<file path="src/msp_cfg.svh">
/*
 * Constants of the speed-pulse and fault-response block: register offsets,
 * reset values, field codes and timing figures.
 * Assumes a 100 MHz clock and an APB slave with byte addresses.
 */
`ifndef MSP_CFG_SVH
`define MSP_CFG_SVH

// Register byte offsets
`define MSP_ADDR_CONFIG    8'h00
`define MSP_ADDR_LEVELS    8'h04
`define MSP_ADDR_CONTROL   8'h08
`define MSP_ADDR_STATUS    8'h0C

// Reset values
`define MSP_CONFIG_RST     32'h0000_0000
`define MSP_LEVELS_RST     32'h0000_0000

// Control register bit positions
`define MSP_CTRL_RUN       0
`define MSP_CTRL_CLR       1

// Field codes
`define MSP_HALT_SPINDOWN  3'h4
`define MSP_PIN_KEEP       2'h0
`define MSP_PIN_HIZ        2'h1
`define MSP_PIN_LOW        2'h2
`define MSP_OL_BOTH        2'h0
`define MSP_OL_CLOSED      2'h1
`define MSP_OL_FIRST       2'h2
`define MSP_DIV_EVERY      4'h0
`define MSP_LOCK_REPORT    4'h8

// Commutations per electrical cycle
`define MSP_COMM_PER_ELEC  6'h03

// Timing
`define MSP_CLK_PERIOD_NS  10
`define MSP_LOCK_RETRY_NS  1000000
`define MSP_SPIN_STEP_NS   1000
`define MSP_SPIN_STEP_CYC  (`MSP_SPIN_STEP_NS / `MSP_CLK_PERIOD_NS)
`define MSP_LOCK_RETRY_CYC (`MSP_LOCK_RETRY_NS / `MSP_CLK_PERIOD_NS)

`endif

</file>
<file path="src/msp_pkg.sv">
/*
 * Types of the speed-pulse and fault-response block.
 * Assumes msp_cfg.svh supplies the numeric constants.
 */
package msp_pkg;

    // Drive sequencing states
    typedef enum logic [1:0] {
        MSP_IDLE  = 2'b00,
        MSP_DRIVE = 2'b01,
        MSP_SPIN  = 2'b10
    } msp_state_e;

    // What the bridge is told to do
    typedef enum logic [2:0] {
        MSP_BR_DRIVE  = 3'b000,
        MSP_BR_FLOAT  = 3'b001,
        MSP_BR_RECIRC = 3'b010,
        MSP_BR_HSBRK  = 3'b011,
        MSP_BR_LSBRK  = 3'b100
    } msp_bridge_e;

    // Configuration register layout
    typedef struct packed {
        logic [10:0] rsvd;
        logic        shuntDis;
        logic        dsDis;
        logic        bootDis;
        logic [3:0]  lockAction;
        logic [1:0]  faultPin;
        logic [1:0]  stopPin;
        logic [1:0]  olSel;
        logic [3:0]  divider;
        logic        enableMode;
        logic [2:0]  haltSel;
    } msp_config_s;

    // Level register layout
    typedef struct packed {
        logic [7:0] rsvd;
        logic [7:0] bemfThr;
        logic [7:0] spinThr;
        logic [7:0] target;
    } msp_levels_s;

    // Fault detector inputs
    typedef struct packed {
        logic mainUv;
        logic avddPor;
        logic gateUv;
        logic bootUv;
        logic dsOc;
        logic shuntOc;
        logic lock;
    } msp_faults_s;

endpackage

</file>
<file path="src/msp_core.sv">
/*
 * Speed-pulse generator, active spin-down sequencer and fault response of a
 * sensorless three-phase driver, with an APB register slave.
 * Assumes synchronous detector inputs, one commutation pulse per step from
 * the commutation logic, and an external pull-up on the speed pulse pin.
 */
`timescale 1ns/1ns
`include "msp_cfg.svh"

// Behaviour
// - Halt selection 100b picks active spin-down on a stop command.
// - Spin-down lowers duty to its threshold, then floats every bridge transistor.
// - Enable mode 1: speed pulses active only while the motor is driven.
// - Enable mode 0: speed pulses continue until back-EMF falls below threshold.
// - Divider 0000b toggles the pulse once per commutation.
// - Other divider values give one pulse per N electrical cycles, N 1..15.
// - Open-loop select 00b: pulses in both open and closed loop.
// - Open-loop select 01b: pin released during open loop.
// - Open-loop select 10b: pulses in open loop only on first start-up.
// - Stop setting 00b: pulses continue until stop, then level held.
// - Stop setting 01b: pin released once the motor is judged stopped.
// - Stop setting 10b: pin driven low once the motor is stopped.
// - Fault setting 00b: pulses continue through faults, last level held.
// - Fault setting 01b: pin released while a fault is reported.
// - Fault setting 10b: pin driven low while a fault is reported.
// - Supply faults report, disable gates and logic, recover automatically.
// - Gate supply undervoltage reports, pulls gates low, latched until cleared.
// - Bootstrap, drain-source, shunt faults act only when not disabled, latched.
// - Lock actions 0-3 latch, 4-7 same actions retried after retry time.
// - Lock action 8 only reports; 9 to 15 ignore the lock.
module msp_core
    import msp_pkg::*;
#(
    parameter int unsigned LOCK_RETRY_CYC = `MSP_LOCK_RETRY_CYC
) (
    // Clock and reset
    input  wire logic        clk,
    input  wire logic        reset,
    // APB slave
    input  wire logic        psel,
    input  wire logic        penable,
    input  wire logic        pwrite,
    input  wire logic [7:0]  paddr,
    input  wire logic [31:0] pwdata,
    output logic      [31:0] prdata,
    output logic             pready,
    output logic             pslverr,
    // Motor side inputs
    input  wire logic        commutationTick,
    input  wire logic        openLoop,
    input  wire logic        wakeEvent,
    input  wire logic [7:0]  backemfLevel,
    input  wire msp_faults_s faults,
    // Pin and bridge outputs
    output logic             speedPulseOut,
    output logic             speedPulseOe,
    output logic             faultIndicatorN,
    output msp_bridge_e      bridgeMode,
    output logic [7:0]       dutyOut,
    output logic             gateEnable,
    output logic             logicEnable
);

    localparam logic [15:0] SPIN_STEP = 16'(`MSP_SPIN_STEP_CYC);
    localparam logic [23:0] RETRY_END = 24'(LOCK_RETRY_CYC - 1);

    msp_config_s cfg_q;
    msp_levels_s lvl_q;
    msp_state_e  state_q;
    logic        run_q, clr_q;
    logic [7:0]  duty_q;
    logic [15:0] stepCnt_q;
    logic        gateLatch_q, lockFlag_q;
    logic [23:0] retryCnt_q;
    logic [5:0]  phaseCnt_q;
    logic        level_q, firstStart_q, olPrev_q;
    logic        setup, access, mapped, wr;
    logic [31:0] rdMux;
    logic        supplyFault, gateSet, lockActing, lockRetryMode, faultNow;
    logic        driving, pulseActive, stepTick, olHide, toggle;
    logic [5:0]  period, half;
    msp_bridge_e bridgeNext;

    // Bus phases; one setup cycle, access answered at once
    assign setup  = psel & ~penable;
    assign access = psel & penable & pready;
    assign mapped = (paddr == `MSP_ADDR_CONFIG) | (paddr == `MSP_ADDR_LEVELS) |
                    (paddr == `MSP_ADDR_CONTROL) | (paddr == `MSP_ADDR_STATUS);
    assign wr     = access & pwrite & mapped;

    // Read data mux
    always_comb begin
        case (paddr)
            `MSP_ADDR_CONFIG:  rdMux = cfg_q;
            `MSP_ADDR_LEVELS:  rdMux = lvl_q;
            `MSP_ADDR_CONTROL: rdMux = {31'h0000_0000, run_q};
            `MSP_ADDR_STATUS:  rdMux = {24'h00_0000, ~faultIndicatorN, level_q, firstStart_q,
                                        state_q, lockFlag_q, gateLatch_q, supplyFault};
            default:           rdMux = 32'h0000_0000;
        endcase
    end

    // Answer registered in setup so every output is a flop
    always_ff @(posedge clk or posedge reset) begin
        if (reset) begin
            pready  <= 1'b0;
            pslverr <= 1'b0;
            prdata  <= 32'h0000_0000;
        end else begin
            pready  <= setup;
            pslverr <= setup & ~mapped;
            prdata  <= setup ? rdMux : 32'h0000_0000;
        end
    end

    // Software registers; clear command is a one-cycle pulse
    always_ff @(posedge clk or posedge reset) begin
        if (reset) begin
            cfg_q <= `MSP_CONFIG_RST;
            lvl_q <= `MSP_LEVELS_RST;
            run_q <= 1'b0;
            clr_q <= 1'b0;
        end else begin
            clr_q <= wr & (paddr == `MSP_ADDR_CONTROL) & pwdata[`MSP_CTRL_CLR];
            if (wr && paddr == `MSP_ADDR_CONFIG) begin
                cfg_q <= {11'h000, pwdata[20:0]};
            end
            if (wr && paddr == `MSP_ADDR_LEVELS) begin
                lvl_q <= {8'h00, pwdata[23:0]};
            end
            if (wr && paddr == `MSP_ADDR_CONTROL) begin
                run_q <= pwdata[`MSP_CTRL_RUN];
            end
        end
    end

    // Fault classification
    assign supplyFault   = faults.mainUv | faults.avddPor;
    assign gateSet       = faults.gateUv | (faults.bootUv & ~cfg_q.bootDis) |
                           (faults.dsOc & ~cfg_q.dsDis) | (faults.shuntOc & ~cfg_q.shuntDis);
    assign lockActing    = lockFlag_q & ~cfg_q.lockAction[3];
    assign lockRetryMode = cfg_q.lockAction[3:2] == 2'b01;
    assign faultNow      = supplyFault | gateLatch_q | lockFlag_q;

    // Gate driver fault latch; a new fault beats the clear
    always_ff @(posedge clk or posedge reset) begin
        if (reset) begin
            gateLatch_q <= 1'b0;
        end else begin
            gateLatch_q <= gateSet | (gateLatch_q & ~clr_q);
        end
    end

    // Lock fault flag with latched or retried recovery
    always_ff @(posedge clk or posedge reset) begin
        if (reset) begin
            lockFlag_q <= 1'b0;
            retryCnt_q <= 24'h00_0000;
        end else begin
            if (faults.lock && cfg_q.lockAction <= `MSP_LOCK_REPORT) begin
                lockFlag_q <= 1'b1;
            end else if (clr_q) begin
                lockFlag_q <= 1'b0;
            end else if (lockFlag_q && lockRetryMode && retryCnt_q == RETRY_END) begin
                lockFlag_q <= 1'b0;
            end
            if (lockFlag_q && lockRetryMode && retryCnt_q != RETRY_END) begin
                retryCnt_q <= retryCnt_q + 24'h00_0001;
            end else begin
                retryCnt_q <= 24'h00_0000;
            end
        end
    end

    // Spin-down step pacing; slow ramp keeps the motor in sync
    assign stepTick = (state_q == MSP_SPIN) && (stepCnt_q == SPIN_STEP - 16'h0001);
    always_ff @(posedge clk or posedge reset) begin
        if (reset) begin
            stepCnt_q <= 16'h0000;
        end else if (state_q != MSP_SPIN || stepTick) begin
            stepCnt_q <= 16'h0000;
        end else begin
            stepCnt_q <= stepCnt_q + 16'h0001;
        end
    end

    // Drive sequencer; supply loss drops it back to idle
    always_ff @(posedge clk or posedge reset) begin
        if (reset) begin
            state_q <= MSP_IDLE;
            duty_q  <= 8'h00;
        end else if (supplyFault) begin
            state_q <= MSP_IDLE;
            duty_q  <= 8'h00;
        end else begin
            case (state_q)
                MSP_IDLE: begin
                    if (run_q) begin
                        state_q <= MSP_DRIVE;
                        duty_q  <= lvl_q.target;
                    end
                end
                MSP_DRIVE: begin
                    duty_q <= lvl_q.target;
                    if (!run_q) begin
                        if (cfg_q.haltSel == `MSP_HALT_SPINDOWN) begin
                            state_q <= MSP_SPIN;
                        end else begin
                            state_q <= MSP_IDLE;
                            duty_q  <= 8'h00;
                        end
                    end
                end
                MSP_SPIN: begin
                    if (run_q) begin
                        state_q <= MSP_DRIVE;
                    end else if (stepTick) begin
                        if (duty_q > lvl_q.spinThr) begin
                            duty_q <= duty_q - 8'h01;
                        end else begin
                            state_q <= MSP_IDLE;
                            duty_q  <= 8'h00;
                        end
                    end
                end
                default: begin
                    state_q <= MSP_IDLE;
                end
            endcase
        end
    end

    // Bridge command, gate and logic enables
    assign driving = (state_q == MSP_DRIVE) || (state_q == MSP_SPIN);
    always_comb begin
        if (supplyFault || gateLatch_q) begin
            bridgeNext = MSP_BR_FLOAT;
        end else if (lockActing) begin
            bridgeNext = msp_bridge_e'({1'b0, cfg_q.lockAction[1:0]} + 3'h1);
        end else if (driving) begin
            bridgeNext = MSP_BR_DRIVE;
        end else begin
            bridgeNext = MSP_BR_FLOAT;
        end
    end

    always_ff @(posedge clk or posedge reset) begin
        if (reset) begin
            bridgeMode      <= MSP_BR_FLOAT;
            dutyOut         <= 8'h00;
            gateEnable      <= 1'b0;
            logicEnable     <= 1'b0;
            faultIndicatorN <= 1'b1;
        end else begin
            bridgeMode      <= bridgeNext;
            dutyOut         <= (bridgeNext == MSP_BR_DRIVE) ? duty_q : 8'h00;
            gateEnable      <= ~(supplyFault | gateLatch_q);
            logicEnable     <= ~supplyFault;
            faultIndicatorN <= ~faultNow;
        end
    end

    // Speed pulse period: 3 commutations per electrical cycle times divider
    assign pulseActive = driving | (~cfg_q.enableMode & (backemfLevel >= lvl_q.bemfThr));
    assign period = 6'(cfg_q.divider * `MSP_COMM_PER_ELEC);
    assign half   = period >> 1;
    assign toggle = commutationTick & pulseActive &
                    ((cfg_q.divider == `MSP_DIV_EVERY) ||
                     (phaseCnt_q == period - 6'h01) || (phaseCnt_q == half - 6'h01));

    always_ff @(posedge clk or posedge reset) begin
        if (reset) begin
            phaseCnt_q <= 6'h00;
            level_q    <= 1'b0;
        end else begin
            if (commutationTick && pulseActive) begin
                phaseCnt_q <= (phaseCnt_q >= period - 6'h01) ? 6'h00 : phaseCnt_q + 6'h01;
            end
            if (toggle) begin
                level_q <= ~level_q;
            end
        end
    end

    // First start-up tracking; a wake event re-arms it over a clear
    always_ff @(posedge clk or posedge reset) begin
        if (reset) begin
            firstStart_q <= 1'b1;
            olPrev_q     <= 1'b0;
        end else begin
            olPrev_q <= openLoop;
            if (wakeEvent) begin
                firstStart_q <= 1'b1;
            end else if (driving && olPrev_q && !openLoop) begin
                firstStart_q <= 1'b0;
            end
        end
    end

    // Open-loop masking of the pin
    assign olHide = driving & openLoop &
                    ((cfg_q.olSel == `MSP_OL_CLOSED) ||
                     (cfg_q.olSel == `MSP_OL_FIRST && !firstStart_q));

    // Pin drive; fault setting wins over open loop and stop settings
    always_ff @(posedge clk or posedge reset) begin
        if (reset) begin
            speedPulseOut <= 1'b0;
            speedPulseOe  <= 1'b0;
        end else if (faultNow && cfg_q.faultPin == `MSP_PIN_HIZ) begin
            speedPulseOut <= 1'b0;
            speedPulseOe  <= 1'b0;
        end else if (faultNow && cfg_q.faultPin == `MSP_PIN_LOW) begin
            speedPulseOut <= 1'b0;
            speedPulseOe  <= 1'b1;
        end else if (olHide) begin
            speedPulseOut <= 1'b0;
            speedPulseOe  <= 1'b0;
        end else if (!pulseActive && cfg_q.stopPin == `MSP_PIN_HIZ) begin
            speedPulseOut <= 1'b0;
            speedPulseOe  <= 1'b0;
        end else if (!pulseActive && cfg_q.stopPin == `MSP_PIN_LOW) begin
            speedPulseOut <= 1'b0;
            speedPulseOe  <= 1'b1;
        end else begin
            speedPulseOut <= level_q;
            speedPulseOe  <= 1'b1;
        end
    end
endmodule

</file>
<file path="config.mk">
export PLATFORM = sky130hd
export DESIGN_NAME = msp_core
export DESIGN_NICKNAME = d
export VERILOG_FILES = /design/src/msp_pkg.sv /design/src/msp_core.sv
export VERILOG_INCLUDE_DIRS = /design/src
export SDC_FILE = /design/constraint.sdc
export NUM_CORES = 1
export LEC_CHECK = 0
export BUFFER_PORTS_ARGS = -buffer_cell sky130_fd_sc_hd__buf_2
export CAP_MARGIN = 15
export CELL_PAD_IN_SITES_DETAIL_PLACEMENT = 1
export CELL_PAD_IN_SITES_GLOBAL_PLACEMENT = 1
export CORE_MARGIN = 8
export CORE_UTILIZATION = 25
export DETAILED_ROUTE_END_ITERATION = 10
export GPL_TIMING_DRIVEN = 0
export PLACE_DENSITY = 0.6
export SLEW_MARGIN = 20
export SYNTH_ARGS = -nofsm -noshare
export SYNTH_HDL_FRONTEND = slang
export SYNTH_SLANG_ARGS = --single-unit
</file>
<file path="constraint.sdc">
create_clock -name clk -period 6.09 [get_ports clk]
set_clock_uncertainty 0.05 [all_clocks]
set_input_delay 1.218 -clock clk [delete_from_list [all_inputs] [get_ports clk]]
set_output_delay 1.218 -clock clk [all_outputs]
set_load 0.005 [all_outputs]
</file>
==> results of run 1 <==
## synth_stat cells, drive strengths merged, types with 8 or more instances
| library cell | instances |
|---|---|
| dfrtp | 147 |
| nor2 | 100 |
| nand2 | 50 |
| inv | 49 |
| ha | 41 |
| o21ai | 38 |
| nand3 | 35 |
| mux2 | 34 |
| a21oi | 30 |
| xor2 | 27 |
| xnor2 | 24 |
| buf | 20 |
| nor3 | 17 |
| and3 | 15 |
| nand4 | 14 |
| a22oi | 13 |
| and2 | 13 |
| clkbuf | 13 |
| mux2i | 10 |
| nor4 | 8 |
## kinds of logic (layout without fill, tap and decap cells)
logic type	count (synthesis)	in the layout
buffers and inverters	82	211
adders and majority gates	42	42
other	1	9
DFF	150	150
and+or+nand+nor	288	288
muxes	44	44
AOI/OAI and AO/OA	124	124
xor gates and xnor gates	53	53
## cells in the final DEF, fill, tap and decap left out, types with 8 or more instances in the layout
master,netlist,routed
buf_4,9,9
and2_1,13,13
a22oi_1,13,13
conb_1,1,8
nand4_1,14,14
ha_1,41,41
nand2_1,50,50
mux2i_1,10,10
clkbuf_16,0,17
mux2_2,34,34
buf_2,7,103
clkbuf_1,13,13
and3_1,15,15
nor3_1,16,16
o21ai_0,37,37
xor2_1,27,27
a21oi_1,30,30
inv_1,49,48
dfrtp_1,147,147
nor2_1,100,100
nand3_1,34,34
xnor2_1,24,24
## registers in the layout, indices dropped and copies added (netlist names), 2 cells and up
register    count
prdata         24
retryCnt_q     24
cfg_q          21
bridgeMode      3
phaseCnt_q      6
stepCnt_q      16
dutyOut         8
state_q         2
lvl_q          24
duty_q          8
## final cells by class
| class | count | area [um2] | area share |
|---|---|---|---|
| Antenna cell | 1 | 2.50 | 0.000263 |
| Clock buffer | 17 | 425 | 0.0447 |
| Multi-Input combinational cell | 559 | 3760 | 0.395 |
| Tap cell | 402 | 503 | 0.0529 |
| Inverter | 49 | 191 | 0.0201 |
| Buffer | 33 | 166 | 0.0175 |
| Clock inverter | 15 | 205 | 0.0216 |
| Timing Repair Buffer | 97 | 508 | 0.0534 |
| Sequential cell | 150 | 3760 | 0.395 |
## worst max-delay path, cell delays in order (launching register included)
cell      delay (ps)
dfrtp_1          470
ha_1             270
fa_1             500
inv_1            130
ha_1             270
a21boi_0         560
nand3_1          170
mux2i_1          160
o21ai_0          100
a211oi_1         390
ha_1             320
o21ai_0           90
a21oi_1           50
or3_1            450
nor2_1           270
mux2_2           220
## layer usage
metal  vias up  track usage  part of all wire
li1       2957            -                 -
met1      3005        0.165              0.46
met2       117        0.208              0.46
met3        39       0.0363             0.060
met4        16       0.0420             0.017
met5         -            0            0.0046
## path summary, 6_finish.rpt
check	startpoint	end	slack, ps	cells past startpoint
min	retryCnt_q[0]	retryCnt_q[0]	440	1
max in group asynchronous	reset	firstStart_q	4350	3
min reg2reg	retryCnt_q[0]	retryCnt_q[0]	440	1
max	cfg_q[4]	phaseCnt_q[0]	1520	15
min in group asynchronous	reset	stepCnt_q[1]	810	2
max reg2reg	cfg_q[4]	phaseCnt_q[0]	1520	15
## where the power goes
part | internal (mW) | leakage [nW] | switching, mW
combinational | 0.0784 | 2.16 | 0.101
clock | 0.663 | 0.302 | 0.485
sequential | 1.02 | 1.97 | 0.0337
total | 1.76 | 4.43 | 0.621
==> run metrics, run 1 <==
worst min-delay path class=reg -> reg; IR drop worst, VDD=between 150 and 200 uV; die area=~37,000 um2; total overflow reported by the global router=0; height of the die=a little under 200 um; clock tree from TritonCTS=yes; netlist area before placement=7840 um2; post-route cell area=roughly 9500 um2; number of cells produced by synthesis=784; total count of hold-check failures in the final report=0; Max Fanout on Critical Path=6; weighted congestion reported at the end of routability-driven placement=around 0.81; minimum clock period after layout=between 4000 and 5000 ps; Placement Rows=65; startpoint type of the worst setup path=flip-flop; Tot GR Track Use=0.129; pre-CTS WS=around 1600 ps; count of warnings emitted by yosys=0; placeable core region=between 30,000 and 40,000 um2; main combinational cell family by area after synthesis=simple AND/OR/NAND/NOR gates; number of iterations in the first detailed-routing pass=4; iteration-0 DRC count of the detailed router=~240; synthesis-to-finish area growth=21.4%; endpoint type of the worst setup path=flip-flop; syn avg cell area=10.0 um2; Routed WL=between 20,000 and 25,000 um; run status=completed; number of resized instances in the post-cts repair step=0; clock net sink count=150; fraction of post-synthesis cell area in the top cell type by area=0.469; Post-synth top flop=dfrtp_1; worst hold margin=440 ps; number of distinct library cell variants in the gate-level netlist after synthesis=67; max-cap viol count=0; achievable clock frequency=around 220 MHz; top post-synthesis cells by area=dfrtp_1 (47%), ha_1 (6.5%), mux2_2 (4.9%), nor2_1 (4.8%), xor2_1 (3.0%); via count of the first global-routing pass=about 6,500; Power Dens Cells=between 200 and 250 nW/um2; H-tree Lvls=4; Residual DRC=0; simple-gate share of the synthesized area=0.181; number of non-filler instances in the completed layout=approximately 1,300; largest net degree at the start of global routing=approximately 80; final core utilization=0.305; worst slew slack as a fraction of its limit=0.384; IO Count=around 110; arithmetic-cell share of the synthesized area counting full adders, half adders and majority gates=0.0680; total setup buffers inserted after CTS=0; fraction of registers with async set or reset after synthesis=1.00; Final #Nets=approximately 1,000; Inserted Clock Buffers=17; clk_lat worst skew=about 430 ps; HPWL reported at the end of detailed placement=17,700 um; total power of the final layout=approximately 2.4 mW; cell area after placement=slightly below 9000 um2; min setup slack post-route=~1500 ps; final count of pins violating max slew=0; vias after detailed routing=about 6,100; number of enable flip-flop cells after synthesis=0; multiplexer share of the synthesized area=0.0616; flip-flop and latch count after synthesis=150; sequential fraction of the synthesis area=0.479; required time reported for the critical path endpoint=~6400 ps; antenna violation net count after detailed routing=0; xor and xnor fraction of the mapped netlist area=0.0627; number of instances in the placed design=approximately 1,300; antenna violations before repair=9; part of the cycle the worst path needs=0.750; post-DR vias/cell=between 4 and 5; clock root buffer master=clkbuf_16; post-detailed-route wirelength per cell=between 15 and 20 um; final-layout fill cell count=between 3,000 and 4,000; maximum count of clock buffers along a single path=2; port buffer count=96; CTS clk-pin slew, worst paths=about 70 ps; worst-margin pin slew=909 ps; arrival time at the worst endpoint=between 4000 and 5000 ps; cell taking the most area after synthesis=dfrtp_1; number of endpoints failing setup at the final stage=0; total negative slack for setup checks=0 ps; chip width=193 um; # hold bufs at CTS=0; compound-cell area share of the yosys netlist=0.102; starting utilization of the core area=0.251; fraction of final layout cells sized beyond drive strength 1=0.214; LEAKAGE=4.43 nW; wire length of the first global-routing pass=37,000 um; path type of the worst setup path=reg -> reg; RSZ-0062 raised after global routing=no
Note: power is estimated with default switching activity, not from simulation.
==> run 2: changes to the inputs <==
ABC_AREA = 1   (was not set)
PLACE_DENSITY = 0.62   (was 0.6)
clock period = 4.55 ns   (was 6.09 ns; I/O delays follow)
==> run metrics, run 2 <==
CTS clk-pin slew, worst paths=60 ps; Placement Rows=between 60 and 70; most used standard cell by instance count after synthesis=nand2_1; part of the cycle the worst path needs=0.751; via count of the first global-routing pass=approximately 7,800; number of cells produced by synthesis=just over 1,000; iteration-0 DRC count of the detailed router=approximately 290; Residual DRC=0; clock root buffer master=clkbuf_16; number of distinct library cell variants in the gate-level netlist after synthesis=44; total negative slack for setup checks=0 ps; run status=completed; count of warnings emitted by yosys=0; arrival time at the worst endpoint=approximately 3700 ps; met3 usage=0.0281; total overflow reported by the global router=0; achievable clock frequency=293 MHz; RSZ-0062 raised after global routing=no; chip width=between 150 and 200 um; flip-flop and latch count after synthesis=150; Max Fanout on Critical Path=5; number of iterations in the first detailed-routing pass=4; clock tree from TritonCTS=yes; port buffer count=96; layer with the highest usage after global routing=met2; HPWL reported at the end of detailed placement=around 20,000 um; Final #Nets=1,245; netlist area before placement=approximately 8000 um2; CP bufs+invs=3; fraction of final layout cells sized beyond drive strength 1=0.154; minimum clock period after layout=3420 ps; top cells by count, synth=nand2_1 (231), inv_1 (149), dfrtp_1 (147); wire length of the first global-routing pass=42,500 um; antenna violation net count after detailed routing=0; largest registers=lvl_q x24, prdata x24, retryCnt_q x24; number of resized instances in the post-cts repair step=0; H-tree Lvls=4; number of enable flip-flop cells after synthesis=0; required time reported for the critical path endpoint=approximately 4800 ps; post-detailed-route wirelength per cell=16.2 um; clk_lat worst skew=between 400 and 500 ps; Power Dens Cells=324 nW/um2; total area of multi-input combinational cells=roughly 3600 um2; largest net degree at the start of global routing=32; total count of hold-check failures in the final report=0; # hold bufs at CTS=0; fraction of post-synthesis cell area in the top cell type by area=0.454; placeable core region=~32,000 um2; syn avg cell area=7.99 um2; weighted congestion reported at the end of routability-driven placement=between 0.7 and 0.8; Slowest-stage cell, CP=fa_1; worst-margin pin slew=603 ps; height of the die=196 um; beginning of the worst register-to-register path=cfg_q[4]; die area=a little under 40,000 um2; antenna violations before repair=2; fraction of registers with async set or reset after synthesis=1.00; Top Family by Delay on Critical Path=adder cells; max-cap viol count=0; final-layout fill cell count=slightly below 4,000; worst slew slack as a fraction of its limit=0.598; commonest cells after routing, fill and taps aside=nand2_1 (231), inv_1 (148), dfrtp_1 (147), nor2_1 (108), buf_2 (104); top post-synthesis cells by area=dfrtp_1 (45%), nand2_1 (11%), inv_1 (6.9%), ha_1 (6.3%), nor2_1 (5.0%); Routed WL=around 25,000 um; Post-synth top flop=dfrtp_1; maximum count of clock buffers along a single path=2; Tot GR Track Use=0.138; endpoint type of the worst setup path=flip-flop; Inserted Clock Buffers=17; total setup buffers inserted after CTS=0; path type of the worst setup path=reg -> reg; source of the worst hold timing path=retryCnt_q[0]; cell-by-cell listing of the critical path=ha_1 -> fa_1 -> inv_1 -> ha_1 -> inv_1 -> a21oi_1 -> nand3_1 -> xor2_1 -> ha_1 -> nand2_1 -> nor2_1 -> nor3b_1 -> nand3_1 -> inv_1 -> nand3_1 -> o21ai_0; final count of pins violating max slew=0; number of endpoints failing setup at the final stage=0; worst setup path startpoint=cfg_q[4]; clock net sink count=150; Worst path max stage delay=510 ps; startpoint type of the worst setup path=flip-flop; worst hold margin=around 420 ps; total area of sequential cells=~3800 um2; cell taking the most area after synthesis=dfrtp_1; sequential fraction of the synthesis area=0.464; global routing met1 resource utilization=0.172; post-DR vias/cell=around 4.5; starting utilization of the core area=0.251; LEAKAGE=between 4 and 5 nW; vias after detailed routing=between 7,000 and 8,000; Global Route met2 Usage=0.237; IO Count=~110; most frequent standard cell in the layout excluding fill and tap cells=nand2_1; IR drop worst, VDD=approximately 230 uV; synthesis-to-finish area growth=21.3%; worst min-delay path class=reg -> reg
==> run 2: cell count changes after synthesis, moves of 12 or more <==
cell | previous run | this run
mux2_2 | 34 | 0
and3_1 | 15 | 0
a21oi_1 | 30 | 42
nor3_1 | 16 | 32
inv_1 | 49 | 149
and2_1 | 13 | 0
nand3_1 | 34 | 48
nand2_1 | 50 | 231
xnor2_1 | 24 | 7
a22oi_1 | 13 | 0
o21ai_0 | 37 | 62
==> run 2: report_power, final <==
group          switching [mW]  internal, mW
Combinational           0.194         0.122
Clock                   0.604         0.851
Sequential             0.0449          1.37
Total                   0.843          2.34
==> run 2: final cells by class <==
cell class	instances	area share
sequential	150	0.383
multi-input combinational	689	0.371
timing repair buffer	101	0.0599
inverter	152	0.0585
tap	408	0.0520
clock buffer	21	0.0479
buffer	29	0.0152
clock inverter	11	0.0125
antenna	1	0.000255
==> run 2: path summary, 6_finish.rpt <==
check	cells after the start	slack [ps]	to
setup / recovery	16	1130	phaseCnt_q[1]
hold / removal	1	420	retryCnt_q[0]
setup reg to reg	16	1130	phaseCnt_q[1]
hold reg to reg	1	420	retryCnt_q[0]
max in group asynchronous	5	3080	stepCnt_q[3]
min in group asynchronous	2	440	prdata[23]
==> run 2: cells by family (layout without fill, tap and decap cells) <==
| family | Yosys count | after routing | share of synthesized area |
|---|---|---|---|
| AO/OA/AOI/OAI | 145 | 145 | 0.0997 |
| other | 1 | 9 | 0.000463 |
| XOR/XNOR | 23 | 23 | 0.0249 |
| flip-flops | 150 | 150 | 0.464 |
| AND/OR/NAND/NOR | 471 | 471 | 0.256 |
| adder cells (fa/ha/maj) | 42 | 42 | 0.0658 |
| buffers and inverters | 181 | 314 | 0.0888 |
==> run 2: per-layer routing <==
layer | up-vias | part of all wire | wire [um]
li1 | 3498 | - | -
met1 | 3434 | 0.46 | 11700
met2 | 104 | 0.49 | 12400
met3 | 24 | 0.032 | 813
met4 | 2 | 0.017 | 428
met5 | - | 0.00032 | 8
==> run 2: per-stage QoR <==
stage	instances	power [mW]	utilization	worst slack, ps	cell area (um2)
final	1562	3.19	0.305	1130	9820
after global routing	1561	3.32	0.305	781	9820
after CTS	1561	3.22	0.305	1090	9820
after detailed placement	1529	1.76	0.286	1150	9230
after global placement	1524	1.74	0.283	480	9120
after floorplan	1020	1.63	-	1580	8130
